<file path="src/core/afe_regs_pkg.sv">
// Register layouts, reset values and timing counts for the front-end register bank.
// Assumes a single 200 MHz ref_clk domain and an APB master with 32-bit data.
package afe_regs_pkg;

   // ==========================================================
   // Register indexes (byte address is four times the index)
   localparam logic [5:0]  IDX_STATUS     = 6'h0c;
   localparam logic [5:0]  IDX_CFG_ZERO   = 6'h0d;
   localparam logic [5:0]  IDX_CFG_ONE    = 6'h0f;
   localparam logic [5:0]  IDX_GUARD      = 6'h1f;

   // ==========================================================
   // Reset values and writable masks
   localparam logic [23:0] STATUS_RST     = 24'ha90007;
   localparam logic [23:0] CFG_ZERO_RST   = 24'h386050;
   localparam logic [23:0] CFG_ONE_RST    = 24'h000040;
   localparam logic [23:0] STATUS_WMASK   = 24'hffc000;
   localparam logic [23:0] CFG_ZERO_WMASK = 24'hffe0ff;
   localparam logic [23:0] CFG_ONE_WMASK  = 24'h0707c0;
   localparam logic [7:0]  GUARD_KEY      = 8'ha5;
   localparam logic [2:0]  FLAGS_IDLE     = 3'h7;

   // ==========================================================
   // Address map regions for the serial address counter
   localparam logic [4:0]  MAP_LO         = 5'h00;
   localparam logic [4:0]  MAP_HI         = 5'h1f;
   localparam logic [4:0]  TYPE_SPLIT     = 5'h08;
   localparam logic [4:0]  GRP_DATA_HI    = 5'h02;
   localparam logic [4:0]  GRP_CFG_HI     = 5'h0c;
   localparam logic [4:0]  GRP_CAL_HI     = 5'h14;

   // ==========================================================
   // Timing in modulator clock periods, modulator clock divide select and checksum polynomial
   localparam logic [4:0]  GAIN_DELAY_DM  = 5'd24;
   localparam logic [3:0]  MAP_CRC_DM     = 4'd14;
   localparam logic [1:0]  READY_PULSE_DM = 2'd1;
   localparam logic [1:0]  DM_DIV_SEL     = 2'b10;
   localparam logic [15:0] CRC_POLY       = 16'h8005;

   typedef enum logic [1:0] {
      READ_SAME  = 2'b00,
      READ_GROUP = 2'b01,
      READ_TYPE  = 2'b10,
      READ_MAP   = 2'b11
   } read_incr_t;

   typedef enum logic [1:0] {
      PIN_IDLE  = 2'b00,
      PIN_PULSE = 2'b01,
      PIN_ALARM = 2'b10
   } pin_state_t;

   typedef struct packed {
      logic [1:0]  read_incr;
      logic        write_incr;
      logic        ready_idle_float_select;
      logic        ready_pulse_merge;
      logic        comm_checksum_wide;
      logic [1:0]  data_width;
      logic        comm_checksum_enable;
      logic        map_alarm_enable;
      logic [10:0] unused;
      logic [2:0]  channel_ready_flags;
   } status_reg_t;

   typedef struct packed {
      logic        offset_correction_enable;
      logic        gain_correction_enable;
      logic [1:0]  noise_shaping_strength;
      logic [1:0]  bias_current_select;
      logic [1:0]  analog_clk_div;
      logic [2:0]  oversampling;
      logic [4:0]  unused;
      logic [7:0]  ref_trim;
   } cfg_zero_t;

   typedef struct packed {
      logic [4:0]  unused_hi;
      logic [2:0]  channel_soft_reset;
      logic [4:0]  unused_mid;
      logic [2:0]  channel_shutdown;
      logic        external_reference_select;
      logic        external_clock_select;
      logic [5:0]  unused_lo;
   } cfg_one_t;

endpackage : afe_regs_pkg

</file>
<file path="src/core/afe_status_config_registers.sv">
// Status, communication and configuration register bank of the analog front end.
// Assumes an APB master on ref_clk and converter ready pulses synchronous to ref_clk.
//
// How it works
// - Read increment field picks map, type, group or same-address wrapping.
// - Write increment bit wraps writes over writable map, else same address.
// - Idle ready pin drives high if float-select set, else floats.
// - Merge bit gives one ready pulse on the most lagging channel.
// - Checksum width bit selects 16-bit or 16-bit plus sixteen zeros.
// - Output width field selects 32 sign, 32 zero, 24 or 16 bit.
// - Communication checksum enable appends a checksum to every communication.
// - Alarm enabled and map checksum error holds ready pin low.
// - Writing the guard key password clears a latched alarm.
// - Alarm disabled: checksum still computed and readable, never signalled.
// - Per-channel ready flags read 1 idle, 0 when data ready.
// - Only a status register read or sys_rst returns a ready flag to 1.
// - Offset correction enable applies correction with no added delay.
// - Gain correction enable delays every ready pulse 24 modulator periods.
// - Noise shaping field selects noise_shaping_strength maximum, medium, minimum, off.
// - Bias field selects twice, nominal, 0.66 or half bias current.
// - Analog clock divider divides master clock by 1, 2, 4, 8.
// - Per-channel soft reset bits hold converters in reset.
// - Per-channel shutdown bits place converters in shutdown.
// - External reference select disables internal reference.
// - External clock select disables the crystal oscillator.
// - Map checksum recomputed continuously, stored every 14 modulator periods unless the guard register holds the key.
//
// Implementation choice: register access over APB.
`timescale 1ns/1ps
module afe_status_config_registers
(
   input  wire logic                 ref_clk,
   input  wire logic                 sys_rst,
   input  wire logic                 psel,
   input  wire logic                 penable,
   input  wire logic                 pwrite,
   input  wire logic [7:0]           paddr,
   input  wire logic [31:0]          pwdata,
   input  wire logic [3:0]           pstrb,
   output logic [31:0]               prdata,
   output logic                      pready,
   output logic                      pslverr,
   input  wire logic [2:0]           conv_ready,
   input  wire logic                 comm_step,
   input  wire logic                 comm_write,
   input  wire logic [4:0]           comm_addr,
   output logic [4:0]                comm_next_addr,
   output logic                      data_ready_output_o,
   output logic                      data_ready_output_oe,
   output logic                      analog_clk_en,
   output afe_regs_pkg::status_reg_t status_out,
   output afe_regs_pkg::cfg_zero_t   cfg_zero_out,
   output afe_regs_pkg::cfg_one_t    cfg_one_out,
   output logic                      internal_reference_enable,
   output logic                      crystal_osc_enable
);
   afe_regs_pkg::status_reg_t status_q;
   afe_regs_pkg::cfg_zero_t   cfg_zero_q;
   afe_regs_pkg::cfg_one_t    cfg_one_q;
   afe_regs_pkg::pin_state_t  pin_q;
   logic [7:0]                guard_q;
   logic [15:0]               map_checksum_value_q;
   logic                      alarm_q;
   logic [3:0]                crc_tick_q;
   logic [1:0]                pulse_cnt_q;
   logic [2:0]                pending_q;
   logic [2:0]                fire;
   logic [4:0]                gain_cnt_q [3];
   logic                      analog_master_clock_en;
   logic                      modulator_digital_clock_en;
   logic                      access;
   logic                      wr_en;
   logic                      rd_status;
   logic                      merged_fire;
   logic                      any_fire;
   logic [15:0]               crc_now;
   logic [23:0]               status_wr;
   // ==========================================================
   // Helper functions
   function automatic logic [23:0] lane_write(input logic [23:0] old,
                                              input logic [31:0] wdata,
                                              input logic [3:0]  strb,
                                              input logic [23:0] mask);
      logic [23:0] merged;
      merged = old;
      for (int b = 0; b < 3; b++)
      begin
         if (strb[b])
            merged[b*8 +: 8] = wdata[b*8 +: 8];
      end
      return (old & ~mask) | (merged & mask);
   endfunction : lane_write
   function automatic logic [4:0] wrap_next(input logic [4:0] addr,
                                            input logic [4:0] lo,
                                            input logic [4:0] hi);
      return (addr >= hi) ? lo : 5'(addr + 5'h1);
   endfunction : wrap_next
   function automatic logic [15:0] crc16(input logic [71:0] msg);
      logic [15:0] c;
      c = 16'h0000;
      for (int i = 71; i >= 0; i--)
      begin
         c = (c[15] ^ msg[i]) ? ((c << 1) ^ afe_regs_pkg::CRC_POLY) : (c << 1);
      end
      return c;
   endfunction : crc16
   function automatic logic [4:0] advance(input logic [4:0] addr,
                                          input logic       is_write,
                                          input logic [1:0] rmode,
                                          input logic       wmode);
      logic [4:0] next;
      next = addr;
      if (is_write)
      begin
         if (wmode)
            next = wrap_next(addr, afe_regs_pkg::TYPE_SPLIT, afe_regs_pkg::MAP_HI);
      end
      else
      begin
         unique case (afe_regs_pkg::read_incr_t'(rmode))
            afe_regs_pkg::READ_SAME: next = addr;
            afe_regs_pkg::READ_MAP:
               next = wrap_next(addr, afe_regs_pkg::MAP_LO, afe_regs_pkg::MAP_HI);
            afe_regs_pkg::READ_TYPE:
               next = (addr < afe_regs_pkg::TYPE_SPLIT)
                    ? wrap_next(addr, afe_regs_pkg::MAP_LO, 5'(afe_regs_pkg::TYPE_SPLIT - 5'h1))
                    : wrap_next(addr, afe_regs_pkg::TYPE_SPLIT, afe_regs_pkg::MAP_HI);
            afe_regs_pkg::READ_GROUP:
               if (addr <= afe_regs_pkg::GRP_DATA_HI)
                  next = wrap_next(addr, afe_regs_pkg::MAP_LO, afe_regs_pkg::GRP_DATA_HI);
               else if (addr <= afe_regs_pkg::GRP_CFG_HI)
                  next = wrap_next(addr, afe_regs_pkg::TYPE_SPLIT, afe_regs_pkg::GRP_CFG_HI);
               else if (addr <= afe_regs_pkg::GRP_CAL_HI)
                  next = wrap_next(addr, 5'(afe_regs_pkg::GRP_CFG_HI + 5'h1),
                                   afe_regs_pkg::GRP_CAL_HI);
               else
                  next = addr;
         endcase
      end
      return next;
   endfunction : advance
   // ==========================================================
   // Clock enables
   rate_divider u_analog_master_clock
   (
      .ref_clk (ref_clk),
      .sys_rst (sys_rst),
      .in_en   (1'b1),
      .div_sel (cfg_zero_q.analog_clk_div),
      .out_en  (analog_master_clock_en)
   );
   rate_divider u_modulator_digital_clock
   (
      .ref_clk (ref_clk),
      .sys_rst (sys_rst),
      .in_en   (analog_master_clock_en),
      .div_sel (afe_regs_pkg::DM_DIV_SEL),
      .out_en  (modulator_digital_clock_en)
   );
   // ==========================================================
   // APB slave, no wait states
   always_comb
   begin
      access    = psel && penable && pready;
      wr_en     = access && pwrite && (paddr[1:0] == 2'b00);
      rd_status = access && !pwrite && (paddr[7:2] == afe_regs_pkg::IDX_STATUS);
      status_wr = lane_write(status_q, pwdata, pstrb, afe_regs_pkg::STATUS_WMASK);
   end
   always_ff @(posedge ref_clk)
   begin
      if (sys_rst)
      begin
         pready  <= 1'b0;
         pslverr <= 1'b0;
         prdata  <= 32'h0000_0000;
      end
      else
      begin
         pready  <= psel && !penable;
         pslverr <= 1'b0;
         if (psel && !penable)
         begin
            prdata <= 32'h0000_0000;
            unique case (paddr[7:2])
               afe_regs_pkg::IDX_STATUS:   prdata <= {8'h00, status_q};
               afe_regs_pkg::IDX_CFG_ZERO: prdata <= {8'h00, cfg_zero_q};
               afe_regs_pkg::IDX_CFG_ONE:  prdata <= {8'h00, cfg_one_q};
               afe_regs_pkg::IDX_GUARD:    prdata <= {8'h00, guard_q, map_checksum_value_q};
               default:                    pslverr <= 1'b1;
            endcase
            if (paddr[1:0] != 2'b00)
               pslverr <= 1'b1;
         end
      end
   end
   // ==========================================================
   // Configuration registers
   always_ff @(posedge ref_clk)
   begin
      if (sys_rst)
      begin
         status_q   <= afe_regs_pkg::STATUS_RST;
         cfg_zero_q <= afe_regs_pkg::CFG_ZERO_RST;
         cfg_one_q  <= afe_regs_pkg::CFG_ONE_RST;
      end
      else
      begin
         // A ready event wins over a status read in the same cycle.
         status_q.channel_ready_flags <=
            ~fire & (status_q.channel_ready_flags | {3{rd_status}});
         if (wr_en && paddr[7:2] == afe_regs_pkg::IDX_STATUS)
            status_q[23:3] <= status_wr[23:3];
         if (wr_en && paddr[7:2] == afe_regs_pkg::IDX_CFG_ZERO)
            cfg_zero_q <= lane_write(cfg_zero_q, pwdata, pstrb, afe_regs_pkg::CFG_ZERO_WMASK);
         if (wr_en && paddr[7:2] == afe_regs_pkg::IDX_CFG_ONE)
            cfg_one_q <= lane_write(cfg_one_q, pwdata, pstrb, afe_regs_pkg::CFG_ONE_WMASK);
      end
   end
   always_ff @(posedge ref_clk)
   begin
      if (sys_rst)
      begin
         analog_clk_en             <= 1'b0;
         status_out                <= afe_regs_pkg::STATUS_RST;
         cfg_zero_out              <= afe_regs_pkg::CFG_ZERO_RST;
         cfg_one_out               <= afe_regs_pkg::CFG_ONE_RST;
         internal_reference_enable <= 1'b1;
         crystal_osc_enable        <= 1'b0;
      end
      else
      begin
         analog_clk_en <= analog_master_clock_en;
         status_out   <= status_q;
         cfg_zero_out <= cfg_zero_q;
         cfg_one_out  <= cfg_one_q;
         internal_reference_enable <= !cfg_one_q.external_reference_select;
         crystal_osc_enable        <= !cfg_one_q.external_clock_select;
      end
   end
   // ==========================================================
   // Serial address counter
   always_ff @(posedge ref_clk)
   begin
      if (sys_rst)
         comm_next_addr <= afe_regs_pkg::MAP_LO;
      else if (comm_step)
         comm_next_addr <= advance(comm_addr, comm_write, status_q.read_incr,
                                   status_q.write_incr);
   end
   // ==========================================================
   // Ready events with optional gain-correction delay
   for (genvar ch = 0; ch < 3; ch++)
   begin : g_chan
      always_ff @(posedge ref_clk)
      begin
         if (sys_rst)
            gain_cnt_q[ch] <= 5'h00;
         else if (conv_ready[ch] && cfg_zero_q.gain_correction_enable)
            gain_cnt_q[ch] <= afe_regs_pkg::GAIN_DELAY_DM;
         else if (modulator_digital_clock_en && gain_cnt_q[ch] != 5'h00)
            gain_cnt_q[ch] <= gain_cnt_q[ch] - 5'h01;
      end
      always_comb
      begin
         fire[ch] = cfg_zero_q.gain_correction_enable
                  ? (modulator_digital_clock_en && gain_cnt_q[ch] == 5'h01)
                  : conv_ready[ch];
      end
   end
   // ==========================================================
   // Merged pulse: wait for every active channel, fire on the last one
   always_comb
   begin
      any_fire    = |fire;
      merged_fire = any_fire
                 && (&(pending_q | fire | cfg_one_q.channel_shutdown
                       | cfg_one_q.channel_soft_reset));
   end
   always_ff @(posedge ref_clk)
   begin
      if (sys_rst)
         pending_q <= 3'h0;
      else if (!status_q.ready_pulse_merge || merged_fire)
         pending_q <= 3'h0;
      else
         pending_q <= pending_q | fire;
   end
   // ==========================================================
   // Register map checksum and alarm
   always_comb
   begin
      crc_now = crc16({status_q[23:3], 3'h0, cfg_zero_q, cfg_one_q});
   end
   always_ff @(posedge ref_clk)
   begin
      if (sys_rst)
         guard_q <= afe_regs_pkg::GUARD_KEY;
      else if (wr_en && paddr[7:2] == afe_regs_pkg::IDX_GUARD && pstrb[2])
         guard_q <= pwdata[23:16];
   end
   always_ff @(posedge ref_clk)
   begin
      if (sys_rst || guard_q == afe_regs_pkg::GUARD_KEY)
         crc_tick_q <= 4'h0;
      else if (modulator_digital_clock_en)
         crc_tick_q <= (crc_tick_q == afe_regs_pkg::MAP_CRC_DM - 4'h1) ? 4'h0
                     : crc_tick_q + 4'h1;
   end
   // The first stored value after unlocking is taken as the reference, so it never alarms.
   always_ff @(posedge ref_clk)
   begin
      if (sys_rst || guard_q == afe_regs_pkg::GUARD_KEY)
      begin
         map_checksum_value_q <= 16'h0000;
         alarm_q              <= 1'b0;
      end
      else if (modulator_digital_clock_en && crc_tick_q == afe_regs_pkg::MAP_CRC_DM - 4'h1)
      begin
         map_checksum_value_q <= crc_now;
         if (status_q.map_alarm_enable && map_checksum_value_q != 16'h0000
             && crc_now != map_checksum_value_q)
            alarm_q <= 1'b1;
      end
   end
   // ==========================================================
   // Active-low data ready pin
   always_ff @(posedge ref_clk)
   begin
      if (sys_rst)
      begin
         pin_q       <= afe_regs_pkg::PIN_IDLE;
         pulse_cnt_q <= 2'h0;
      end
      else if (alarm_q && status_q.map_alarm_enable)
         pin_q <= afe_regs_pkg::PIN_ALARM;
      else
      begin
         unique case (pin_q)
            afe_regs_pkg::PIN_IDLE, afe_regs_pkg::PIN_ALARM:
            begin
               pin_q <= afe_regs_pkg::PIN_IDLE;
               if (status_q.ready_pulse_merge ? merged_fire : any_fire)
               begin
                  pin_q       <= afe_regs_pkg::PIN_PULSE;
                  pulse_cnt_q <= afe_regs_pkg::READY_PULSE_DM;
               end
            end
            afe_regs_pkg::PIN_PULSE:
            begin
               if (modulator_digital_clock_en)
                  pulse_cnt_q <= pulse_cnt_q - 2'h1;
               if (modulator_digital_clock_en && pulse_cnt_q == 2'h1)
                  pin_q <= afe_regs_pkg::PIN_IDLE;
            end
            default:
               pin_q <= afe_regs_pkg::PIN_IDLE;
         endcase
      end
   end
   always_ff @(posedge ref_clk)
   begin
      if (sys_rst)
      begin
         data_ready_output_o  <= 1'b1;
         data_ready_output_oe <= 1'b0;
      end
      else
      begin
         data_ready_output_o  <= (pin_q == afe_regs_pkg::PIN_IDLE);
         data_ready_output_oe <= (pin_q != afe_regs_pkg::PIN_IDLE)
                                 || status_q.ready_idle_float_select;
      end
   end
endmodule : afe_status_config_registers

</file>
<file path="src/core/rate_divider.sv">
// Enable divider: passes one of every 1, 2, 4 or 8 input enable pulses.
// Assumes in_en is a one-cycle pulse or held high in the ref_clk domain.
`timescale 1ns/1ps
module rate_divider
(
   input  wire logic       ref_clk,
   input  wire logic       sys_rst,
   input  wire logic       in_en,
   input  wire logic [1:0] div_sel,
   output logic            out_en
);

   logic [2:0] count_q;
   logic [2:0] limit;

   // ==========================================================
   // Divide chain
   always_comb
   begin
      limit = 3'((4'd1 << div_sel) - 4'd1);
   end

   always_ff @(posedge ref_clk)
   begin
      if (sys_rst)
      begin
         count_q <= 3'h0;
         out_en  <= 1'b0;
      end
      else
      begin
         out_en <= 1'b0;
         if (in_en)
         begin
            if (count_q >= limit)
            begin
               count_q <= 3'h0;
               out_en  <= 1'b1;
            end
            else
            begin
               count_q <= count_q + 3'h1;
            end
         end
      end
   end

endmodule : rate_divider

</file>
<file path="config.mk">
export PLATFORM = sky130hd
export DESIGN_NAME = afe_status_config_registers
export DESIGN_NICKNAME = d
export VERILOG_FILES = /design/src/core/afe_regs_pkg.sv /design/src/core/afe_status_config_registers.sv /design/src/core/rate_divider.sv
export SDC_FILE = /design/constraint.sdc
export NUM_CORES = 1
export LEC_CHECK = 0
export ABC_AREA = 0
export BUFFER_PORTS_ARGS = -buffer_cell sky130_fd_sc_hd__buf_4
export CAP_MARGIN = 15
export CELL_PAD_IN_SITES_DETAIL_PLACEMENT = 1
export CELL_PAD_IN_SITES_GLOBAL_PLACEMENT = 2
export CORE_UTILIZATION = 36
export DETAILED_ROUTE_END_ITERATION = 12
export PLACE_DENSITY_LB_ADDON = 0.1
export SKIP_CTS_REPAIR_TIMING = 1
export SLEW_MARGIN = 10
export SYNTH_ARGS = -nofsm -noshare
export SYNTH_HDL_FRONTEND = slang
export SYNTH_SLANG_ARGS = --single-unit
</file>
<file path="constraint.sdc">
create_clock -name ref_clk -period 7.3 [get_ports ref_clk]
set_clock_uncertainty 0.1 [all_clocks]
set_input_delay 0 -clock ref_clk [delete_from_list [all_inputs] [get_ports ref_clk]]
set_output_delay 0 -clock ref_clk [all_outputs]
set_load 0.02 [all_outputs]
</file>
## After elaboration in Yosys (flattened, before gate mapping)

Memories as Yosys holds them, arrays and structs flattened.
Index checks and enable logic that the tools add are counted.

| storage, ports and cells | value |
|---|---|
| output and inout port bits | 116 |
| memories kept | 1 |
| flip-flop bits (word level) | 232 |
| word-level logic and storage cells | 478 |
| bits in writable memories | 15 |
| bits of input ports | 59 |

Memories:

| memory | words | bits a word | rd ports | clocked after memory_dff | wr ports | line | RTL |
|---|---|---|---|---|---|---|---|
| gain_cnt_q | 3 | 5 | 3 | 0 | 3 | afe_status_config_registers.sv:68 | `logic [4:0] gain_cnt_q [3];` |

| operators by class | value |
|---|---|
| multiplexer cells | 152 |
| shift-type cells | 1 |
| add/sub/neg operators | 9 |
| reductions and logical operators | 56 |
| bitwise logic cells | 157 |
| magnitude comparators | 11 |
| equality and inequality tests | 20 |

Operators with widths:

| cell | count |
|---|---|
| 16-bit two-way mux | 72 |
| 3-bit NOT | 72 |
| 8-bit two-way mux | 14 |
| 24-bit one-hot mux with 4 select lines | 1 |
| 5-bit two-way mux | 18 |
| 1-bit XOR | 68 |
| 1-bit two-way mux | 32 |
| 1-bit logical AND | 27 |
| 13-bit by 24-bit OR with 24-bit output | 1 |
| 14-bit by 24-bit OR with 24-bit output | 1 |
| 24-bit by 19-bit OR with 24-bit output | 1 |
| 3-bit two-way mux | 7 |
| 5-bit one-hot mux with 4 select lines | 1 |
| 6-bit by 4-bit == test with 1-bit output (second input constant) | 3 |
| 16-bit inequality test | 1 |
| 16-bit nonzero test | 1 |
| 5-bit by 1-bit == test with 1-bit output (second input constant) | 3 |
| 5-bit nonzero test | 3 |
| 5-bit by 1-bit subtractor with 5-bit output (second input constant) | 3 |
| 3-bit OR | 4 |
| 2-bit OR reduction | 6 |
| 5-bit greater-or-equal comparator (second input constant) | 2 |
| 8-bit == test (second input constant) | 1 |
| 2-bit two-way mux | 4 |
| other kinds (36) | 60 |

## Depth between registers and ports, before layout

Gate-level depths: netlist of run 1.

| depth | value |
|---|---|
| depth in word-level cells | 146 |
| depth in mapped cells | 12 |
| mapped depth without buffers | 11 |

## By module

From an unflattened synthesis of run 1, not the netlist that was laid out.

| unflattened totals | value |
|---|---|
| cells, all modules | 978 |
| area, all modules | 8933.6 sq um |

By module, submodules not included:

| module | area an instance (sq um) | cells each | sequential area each (sq um) | instances |
|---|---|---|---|---|
| afe_status_config_registers | 8410.6 | 922 | 3493.4 | 1 |
| rate_divider | 261.5 | 28 | 80.1 | 2 |

## Worst setup path after synthesis of run 1

Ideal clock, no wire load.

| timing | value |
|---|---|
| path type | register to register |
| start | register status_q[23] (netlist name) |
| end | register map_checksum_value_q[0] |
| clock period less this slack | 2.797 ns |
| path slack | 4.503 ns |
| arrival time | 2.618 ns |
| library setup time | 0.079 ns |
| stages on the path, launching flop included | 11 |
| data required time | 7.121 ns |
| path buffers | 1 |
| cells stage by stage | dfxtp_1 -> buf_4 -> inv_1 -> ha_1 -> xor2_2 -> xnor2_1 -> xnor2_1 -> xnor3_1 -> xnor3_2 -> xor2_1 -> a211oi_2 |

| on the way | value |
|---|---|
| longest elaborated chain between the ends | 140 |
| elaborated cells on any way between the ends | 209 |
| classes of those cells | 72 x mux; 137 x bitwise |

RTL lines:

| element | line | RTL |
|---|---|---|
| start, declared | afe_status_config_registers.sv:57 | `afe_regs_pkg::status_reg_t status_q;` |
| start signal, assigned | afe_status_config_registers.sv:202 | `status_q <= afe_regs_pkg::STATUS_RST;` |
| 16-bit two-way mux * | afe_status_config_registers.sv:103 | `c = (c[15] ^ msg[i]) ? ((c << 1) ^ afe_regs_pkg::CRC_POLY) : (c << 1);` |
| 1-bit XOR | afe_status_config_registers.sv:103 |  |
| 16-bit two-way mux * | afe_status_config_registers.sv:103 |  |
| 1-bit XOR | afe_status_config_registers.sv:103 |  |
| 16-bit two-way mux * | afe_status_config_registers.sv:103 |  |
| 1-bit XOR | afe_status_config_registers.sv:103 |  |
| 16-bit two-way mux * | afe_status_config_registers.sv:103 |  |
| 1-bit XOR | afe_status_config_registers.sv:103 |  |
| (+124 left out) | n/a |  |
| 1-bit XOR | afe_status_config_registers.sv:103 |  |
| 16-bit two-way mux * | afe_status_config_registers.sv:103 |  |
| 1-bit XOR | afe_status_config_registers.sv:103 |  |
| 16-bit two-way mux * | afe_status_config_registers.sv:103 |  |
| 1-bit XOR | afe_status_config_registers.sv:103 |  |
| 16-bit two-way mux * | afe_status_config_registers.sv:103 |  |
| 1-bit XOR * | afe_status_config_registers.sv:103 |  |
| 16-bit two-way mux * | afe_status_config_registers.sv:103 |  |
| end signal, assigned | afe_status_config_registers.sv:319 | `map_checksum_value_q <= crc_now;` |
| end, declared | afe_status_config_registers.sv:62 | `logic [15:0] map_checksum_value_q;` |

Every way passes the cells marked *; elsewhere a longest branch is shown, timed or not.
A chain may end at the register's enable or synchronous reset.

## Final worst setup path of run 1

| timing | value |
|---|---|
| start | register status_q[23] (netlist name) |
| end | register alarm_q |

| on the way | value |
|---|---|
| longest elaborated chain between the ends | 143 |
| elaborated cells on any way between the ends | 213 |
| classes of those cells | 1 x eq/ne; 72 x mux; 138 x bitwise; 2 x reduce/logical |

RTL lines:

| element | line | RTL |
|---|---|---|
| 16-bit two-way mux * | afe_status_config_registers.sv:103 |  |
| 1-bit XOR | afe_status_config_registers.sv:103 |  |
| 16-bit two-way mux * | afe_status_config_registers.sv:103 |  |
| 1-bit XOR | afe_status_config_registers.sv:103 |  |
| 16-bit two-way mux * | afe_status_config_registers.sv:103 |  |
| 1-bit XOR | afe_status_config_registers.sv:103 |  |
| 16-bit two-way mux * | afe_status_config_registers.sv:103 |  |
| 1-bit XOR | afe_status_config_registers.sv:103 |  |
| (+127 left out) | n/a |  |
| 16-bit two-way mux * | afe_status_config_registers.sv:103 |  |
| 1-bit XOR | afe_status_config_registers.sv:103 |  |
| 16-bit two-way mux * | afe_status_config_registers.sv:103 |  |
| 1-bit XOR | afe_status_config_registers.sv:103 |  |
| 16-bit two-way mux * | afe_status_config_registers.sv:103 |  |
| 16-bit inequality test * | afe_status_config_registers.sv:321 | `&& crc_now != map_checksum_value_q)` |
| 1-bit logical AND * | afe_status_config_registers.sv:321 |  |
| 2-bit AND reduction (no source line) * | n/a |  |
| end signal, assigned | afe_status_config_registers.sv:315 | `alarm_q <= 1'b0;` |
| end signal, assigned | afe_status_config_registers.sv:322 | `alarm_q <= 1'b1;` |
| end, declared | afe_status_config_registers.sv:63 | `logic alarm_q;` |

Marked as above.

==> metrics, run 1 <==
Area growth syn-to-layout=21.6%; part of the Yosys area used for sequential elements=about two fifths; Die H=~160 um; post-synthesis cell count=1002; worst-path maximum fanout=7; LEAKAGE=around 4.5 nW; unrepaired setup endpoints after global routing=no; Gate power share=under 10%; worst setup path class=reg -> reg; Unique masters post-synth=63; vias in the first global route=about 7100; fill count=~2800; clock power share=a little under half; VDD IR-drop max=approximately 0.16 mV; FP Rows=57; initial core utilization=between 30% and 40%; Die Width=~160 um; Core ar.=about 24000 sq um; MaxCap Viol Count=0; vias per cell=5.03; CTS root buf=clkbuf_16; Critical Path Max Stage Delay=0.59 ns; power per cell area=193 nW/um^2; Residual DRC=0; Data required, critical path=between 7 and 8 ns; Synth Flop Type=dfxtp_1; num ports=around 180; Antenna Cells=0; Tot Pwr=0.00213 W; switching share of power=25.4%; total negative slack=0 ns; CP Cell Sequence=inv_1 > ha_1 > xor2_2 > xnor2_1 > xnor2_1 > xnor3_1 > xnor3_2 > nand2_1 > o22ai_1 > a311oi_1; Mapped Area=~9000 sq um; crit end category=flop; TritonRoute pass-1 iters=4; failing checks=negative hold slack; clock sinks=175; Internal=about 0.0016 W; Worst setup SP type=flop; I/O Buffers=around 120; flip-flop and latch area=3650 sq um; minimum clock period=approximately 3.3 ns; overall die area=between 20000 and 30000 sq um; part of the power in registers=between 40% and 50%; count leader, synth=dfxtp_1; CTS tree=built; worst-skew pair later-pin latency=approximately 0.45 ns; Syn Area/Cell=about 9.0 sq um; top cell type's share of synthesized area=35.4%; warnings from Yosys=0; WL/cell=between 15 and 20 um; Post-layout nets=between 1000 and 1500; status=complete, but fails checks; clock-pin slew on the worst setup and hold paths=0.07 ns; pin count of the biggest net entering global routing=96; Max Freq=305 MHz; area of the multi-input gates=4860 sq um; share of cells above drive strength 1=roughly 17%; Post-synth top cells=dfxtp_1 (160), nor2_1 (114), nand2_1 (84); global-route wire length before repair=~41000 um; total CTS buffers=17; dominant cell type by area after synthesis=dfxtp_1; Slew Viols, Final=0; gr ovfl total=0; DRT antenna net count=0; CP bufs+invs=1; final hold slack=-0.0504 ns; Hold/Removal Path Class=in -> reg; flops & latches, synth=~180; total track usage=between 20% and 30%; final worst path period share=about 45%; H-tree levels=4; CP most frequent cell=xnor2_1; 1st-iter DRT viols=300; crit path max-delay cell type=dfxtp_1; crit path DAT=3.46 ns; CP top delay family=XOR/XNOR gates; Max clock buf depth=2; Hold Vio Cnt, Final=6; Switch Pwr=0.000540 W; half-perimeter wire length after placement=between 15000 and 20000 um; asr flop ratio synth=0%; final count of negative-setup-slack endpoints=0; EDFF count, synth=15; Slew headroom=17.4%; Total Wirelength=27200 um; initial antenna violation count=0; number of vias in the routed layout=about 7400; routability-driven placement congestion ratio=about 0.83; Worst-Margin Slew=1.22 ns; Area contributors post-synth=dfxtp_1 (35%), mux2i_1 (7.0%), xnor2_1 (6.3%), edfxtp_1 (5.0%), nor2_1 (4.7%)
## sequential cells by signal (all words and copies together) (netlist names), 2 cells and up
name / count
prdata: 24
cfg_zero_out: 19
cfg_zero_q: 19
map_checksum_value_q: 16
gain_cnt_q: 15
status_out: 13
status_q: 13
cfg_one_out: 8
cfg_one_q: 8
guard_q: 8
comm_next_addr: 5
crc_tick_q: 4
pending_q: 3
u_analog_master_clock.count_q: 3
u_modulator_digital_clock.count_q: 3
pin_q: 2
pulse_cnt_q: 2
## kinds of logic (layout without fill, tap and decap cells)
kind of cell / Yosys count / in the layout / share of synthesized area [%]
simple gates: 335 / 335 / 17.3
flops: 175 / 175 / 40.4
compound gates: 163 / 163 / 11.7
buf+inv: 132 / 231 / 7.63
xor+xnor: 112 / 112 / 13.0
mux: 63 / 63 / 6.97
fa+ha+maj: 21 / 21 / 2.90
other cells: 1 / 40 / 0.0414
## metrics by stage
stage	setup WS [ns]	utilization [%]	hold WS, ns	instance area, sq um	instances
after floorplan	4.50	-	-0.0213	9200	1041
after global placement	4.01	41.0	0.127	10000	1395
after detailed placement	3.97	41.0	0.132	10000	1395
after CTS	3.97	43.5	-0.325	10600	1427
after global routing	3.73	45.0	0.00428	11000	1464
final	4.02	45.0	-0.0504	11000	1464
## power by group through the flow
stage	sequential, W	clock, W	combinational [W]
2_1_floorplan	0.00102	0	0.000110
3_3_place_gp	0.00101	0	0.000158
3_5_place_dp	0.00101	0	0.000158
4_1_cts	0.000992	0.000986	0.000159
5_1_grt	0.000994	0.00103	0.000189
6_report	0.000992	0.000965	0.000172
## layout make-up
class	count	area share [%]
multi-input combinational	734	44.2
clock inverter	10	0.977
clock buffer	22	4.61
inverter	30	1.02
sequential	175	33.2
timing repair buffer	169	12.4
tap	324	3.68
## tightest hold or removal path: cells and delay by family
kind | cells | cell delay (ns)
simple gates | 1 | 0.11
buf+inv | 1 | 0.10
compound gates | 2 | 0.23
## layer usage
metal / up-vias / track usage [%] / share of wire, % / wire, um
li1: 3584 / - / - / -
met4: 0 / 6.45 / 1.8 / 497
met3: 25 / 3.41 / 4.3 / 1170
met1: 3599 / 28.5 / 47 / 12700
met2: 163 / 34.5 / 47 / 12800
met5: - / 0 / 0 / 0
## cells in the final DEF (no fill, tap or decap), types with 6 or more instances in the layout
cell type	n
nor3_1	16
nand2b_1	12
a21oi_1	42
or2_2	14
mux2i_1	63
nand3_1	28
inv_6	6
ha_1	21
edfxtp_1	15
o21ai_0	35
buf_4	132
nand2_1	84
xnor2_1	65
a211oi_1	11
conb_1	40
o211ai_1	8
inv_1	30
nor2_1	114
nor4_1	6
dfxtp_1	160
xor2_1	29
nor2b_1	31
clkbuf_16	20
a22oi_1	20
dlygate4sd3_1	37
xnor2_2	6
## worst paths after layout
kind	depth (start not counted)	slack (ns)	start	endpoint
worst min-delay path	4	-0.05	pstrb[1]	cfg_zero_q[15]
worst min register to register	2	0.35	prdata[12]	prdata[12]
worst max-delay path	10	4.02	status_q[23]	alarm_q
worst max register to register	10	4.02	status_q[23]	alarm_q
Power figures use the tool's default switching activity.
==> run 2, diff against run 1 <==
CORE_UTILIZATION = 30   (was 36)
clock period = 2.9 ns   (was 7.3 ns; I/O delays follow)
==> metrics, run 2 (synthesized netlist as in run 1, its figures left out) <==
CP bufs+invs=1; Hold/Removal Path Class=in -> reg; Worst-Margin Slew=about 0.65 ns; number of vias in the routed layout=7404; clock power share=a little under half; non-filler cells, final=between 1500 and 2000; Total Wirelength=slightly below 30000 um; I/O Buffers=123; global-route wire length before repair=between 40000 and 50000 um; CP top delay family=XOR/XNOR gates; Top reg by flops=prdata; routability-driven placement congestion ratio=approximately 0.83; share of cells above drive strength 1=about 20%; Gate power share=between 8 and 9%; CTS root buf=clkbuf_16; gr ovfl total=0; Antenna Cells=0; power per cell area=476 nW/um^2; Data required, critical path=3.12 ns; switching share of power=between 20% and 30%; total CTS buffers=17; failing checks=negative hold slack; Die Width=~180 um; status=complete, but fails checks; most frequent cells in the layout=buf_4 (168), dfxtp_1 (160), nor2_1 (114); crit path DAT=around 2.9 ns; Regs by FF count=prdata x24, cfg_zero_out x19, cfg_zero_q x19; clock sinks=175; CP Cell Sequence=inv_1 > ha_1 > xor2_2 > xnor2_2 > xnor2_2 > xnor3_1 > xnor3_2 > nand2_1 > o22ai_1 > a311oi_1; Worst setup SP type=flop; unrepaired setup endpoints after global routing=no; Slew headroom=roughly 56%; Residual DRC=0; Max Freq=about 370 MHz; Hold Vio Cnt, Final=9; most common cell after layout, fill and taps aside=buf_4; DRT antenna net count=0; CP most frequent cell=xnor2_2; minimum clock period=2.67 ns; final count of negative-setup-slack endpoints=0; Switch Pwr=about 0.0014 W; Max clock buf depth=2; clock-pin slew on the worst setup and hold paths=0.08 ns; max FFs per register=24; vias per cell=4.74; Area growth syn-to-layout=25.3%; overall die area=around 30000 sq um; crit path max-delay cell type=ha_1; total track usage=~20%; H-tree levels=4; MaxCap Viol Count=0; fill count=around 3500; 1st-iter DRT viols=311; worst setup path class=reg -> reg; VDD IR-drop max=roughly 0.37 mV; Post-layout nets=1239; Core ar.=~30000 sq um; Critical Path Max Stage Delay=0.40 ns; TritonRoute pass-1 iters=4; Slew Viols, Final=0; crit end category=flop; flip-flop and latch area=between 3000 and 4000 sq um; FP Rows=63; total negative slack=0 ns; CTS tree=built; Inst Count DP=between 1000 and 1500; worst-path maximum fanout=5; area of the multi-input gates=between 4000 and 5000 sq um; initial antenna violation count=0; num ports=~180; post-route core utilization=a little under two fifths; worst reg-to-reg setup slack=around 0.23 ns; half-perimeter wire length after placement=between 20000 and 25000 um; initial core utilization=approximately 30%; Tot Pwr=around 0.0054 W; worst-skew pair later-pin latency=approximately 0.45 ns; WL/cell=between 15 and 20 um; LEAKAGE=4.67 nW; final hold slack=-0.0357 ns; vias in the first global route=7550; final worst path period share=a little over 90%; pin count of the biggest net entering global routing=about 110; Internal=between 0.003 and 0.004 W; Die H=between 150 and 200 um; part of the power in registers=46.3%
[run 2: path summary, 6_finish.rpt]
check | end | cells past startpoint | start
setup / recovery | alarm_q | 10 | status_q[22]
hold reg to reg | prdata[12] | 2 | prdata[12]
setup reg to reg | alarm_q | 10 | status_q[22]
hold / removal | comm_next_addr[4] | 3 | comm_addr[4]
[run 2: cell type report]
| type | count | share of cell area, % |
|---|---|---|
| repair buffers | 201 | 14.1 |
| multi-input cells | 734 | 43.0 |
| well taps | 390 | 4.30 |
| clock inverters | 11 | 1.00 |
| clock buffers | 21 | 4.43 |
| flip-flops and latches | 175 | 32.2 |
| inverters | 30 | 0.992 |
[run 2: power groups by stage]
stage	Sequential (W)	Combinational (W)	Clock [W]
5_1_grt	0.00250	0.000485	0.00261
3_5_place_dp	0.00256	0.000411	0
4_1_cts	0.00250	0.000414	0.00251
2_1_floorplan	0.00256	0.000277	0
6_report	0.00250	0.000443	0.00245
3_3_place_gp	0.00255	0.000410	0
[run 2: per-stage QoR]
step / setup slack [ns] / cell area (sq um) / hold slack, ns
2_1_floorplan: 0.103 / 9200 / -0.0213
3_3_place_gp: 0.175 / 10400 / 0.132
3_5_place_dp: 0.0930 / 10400 / 0.136
4_1_cts: 0.0829 / 11000 / -0.327
5_1_grt: 0.0147 / 11300 / 0.00276
6_report: 0.232 / 11300 / -0.0357
[run 2: routing by layer]
metal | vias to the layer above | global-route usage [%] | part of all wire [%]
li1 | 3638 | - | -
met1 | 3601 | 26.4 | 48
met2 | 145 | 32.8 | 48
met3 | 20 | 3.18 | 3.2
met4 | 0 | 5.04 | 0.92
met5 | - | 0 | 0
[run 2: tightest hold or removal path: cells and delay by family]
family	cells	cell delay, ns
buf+inv	1	0.18
compound gates	2	0.28
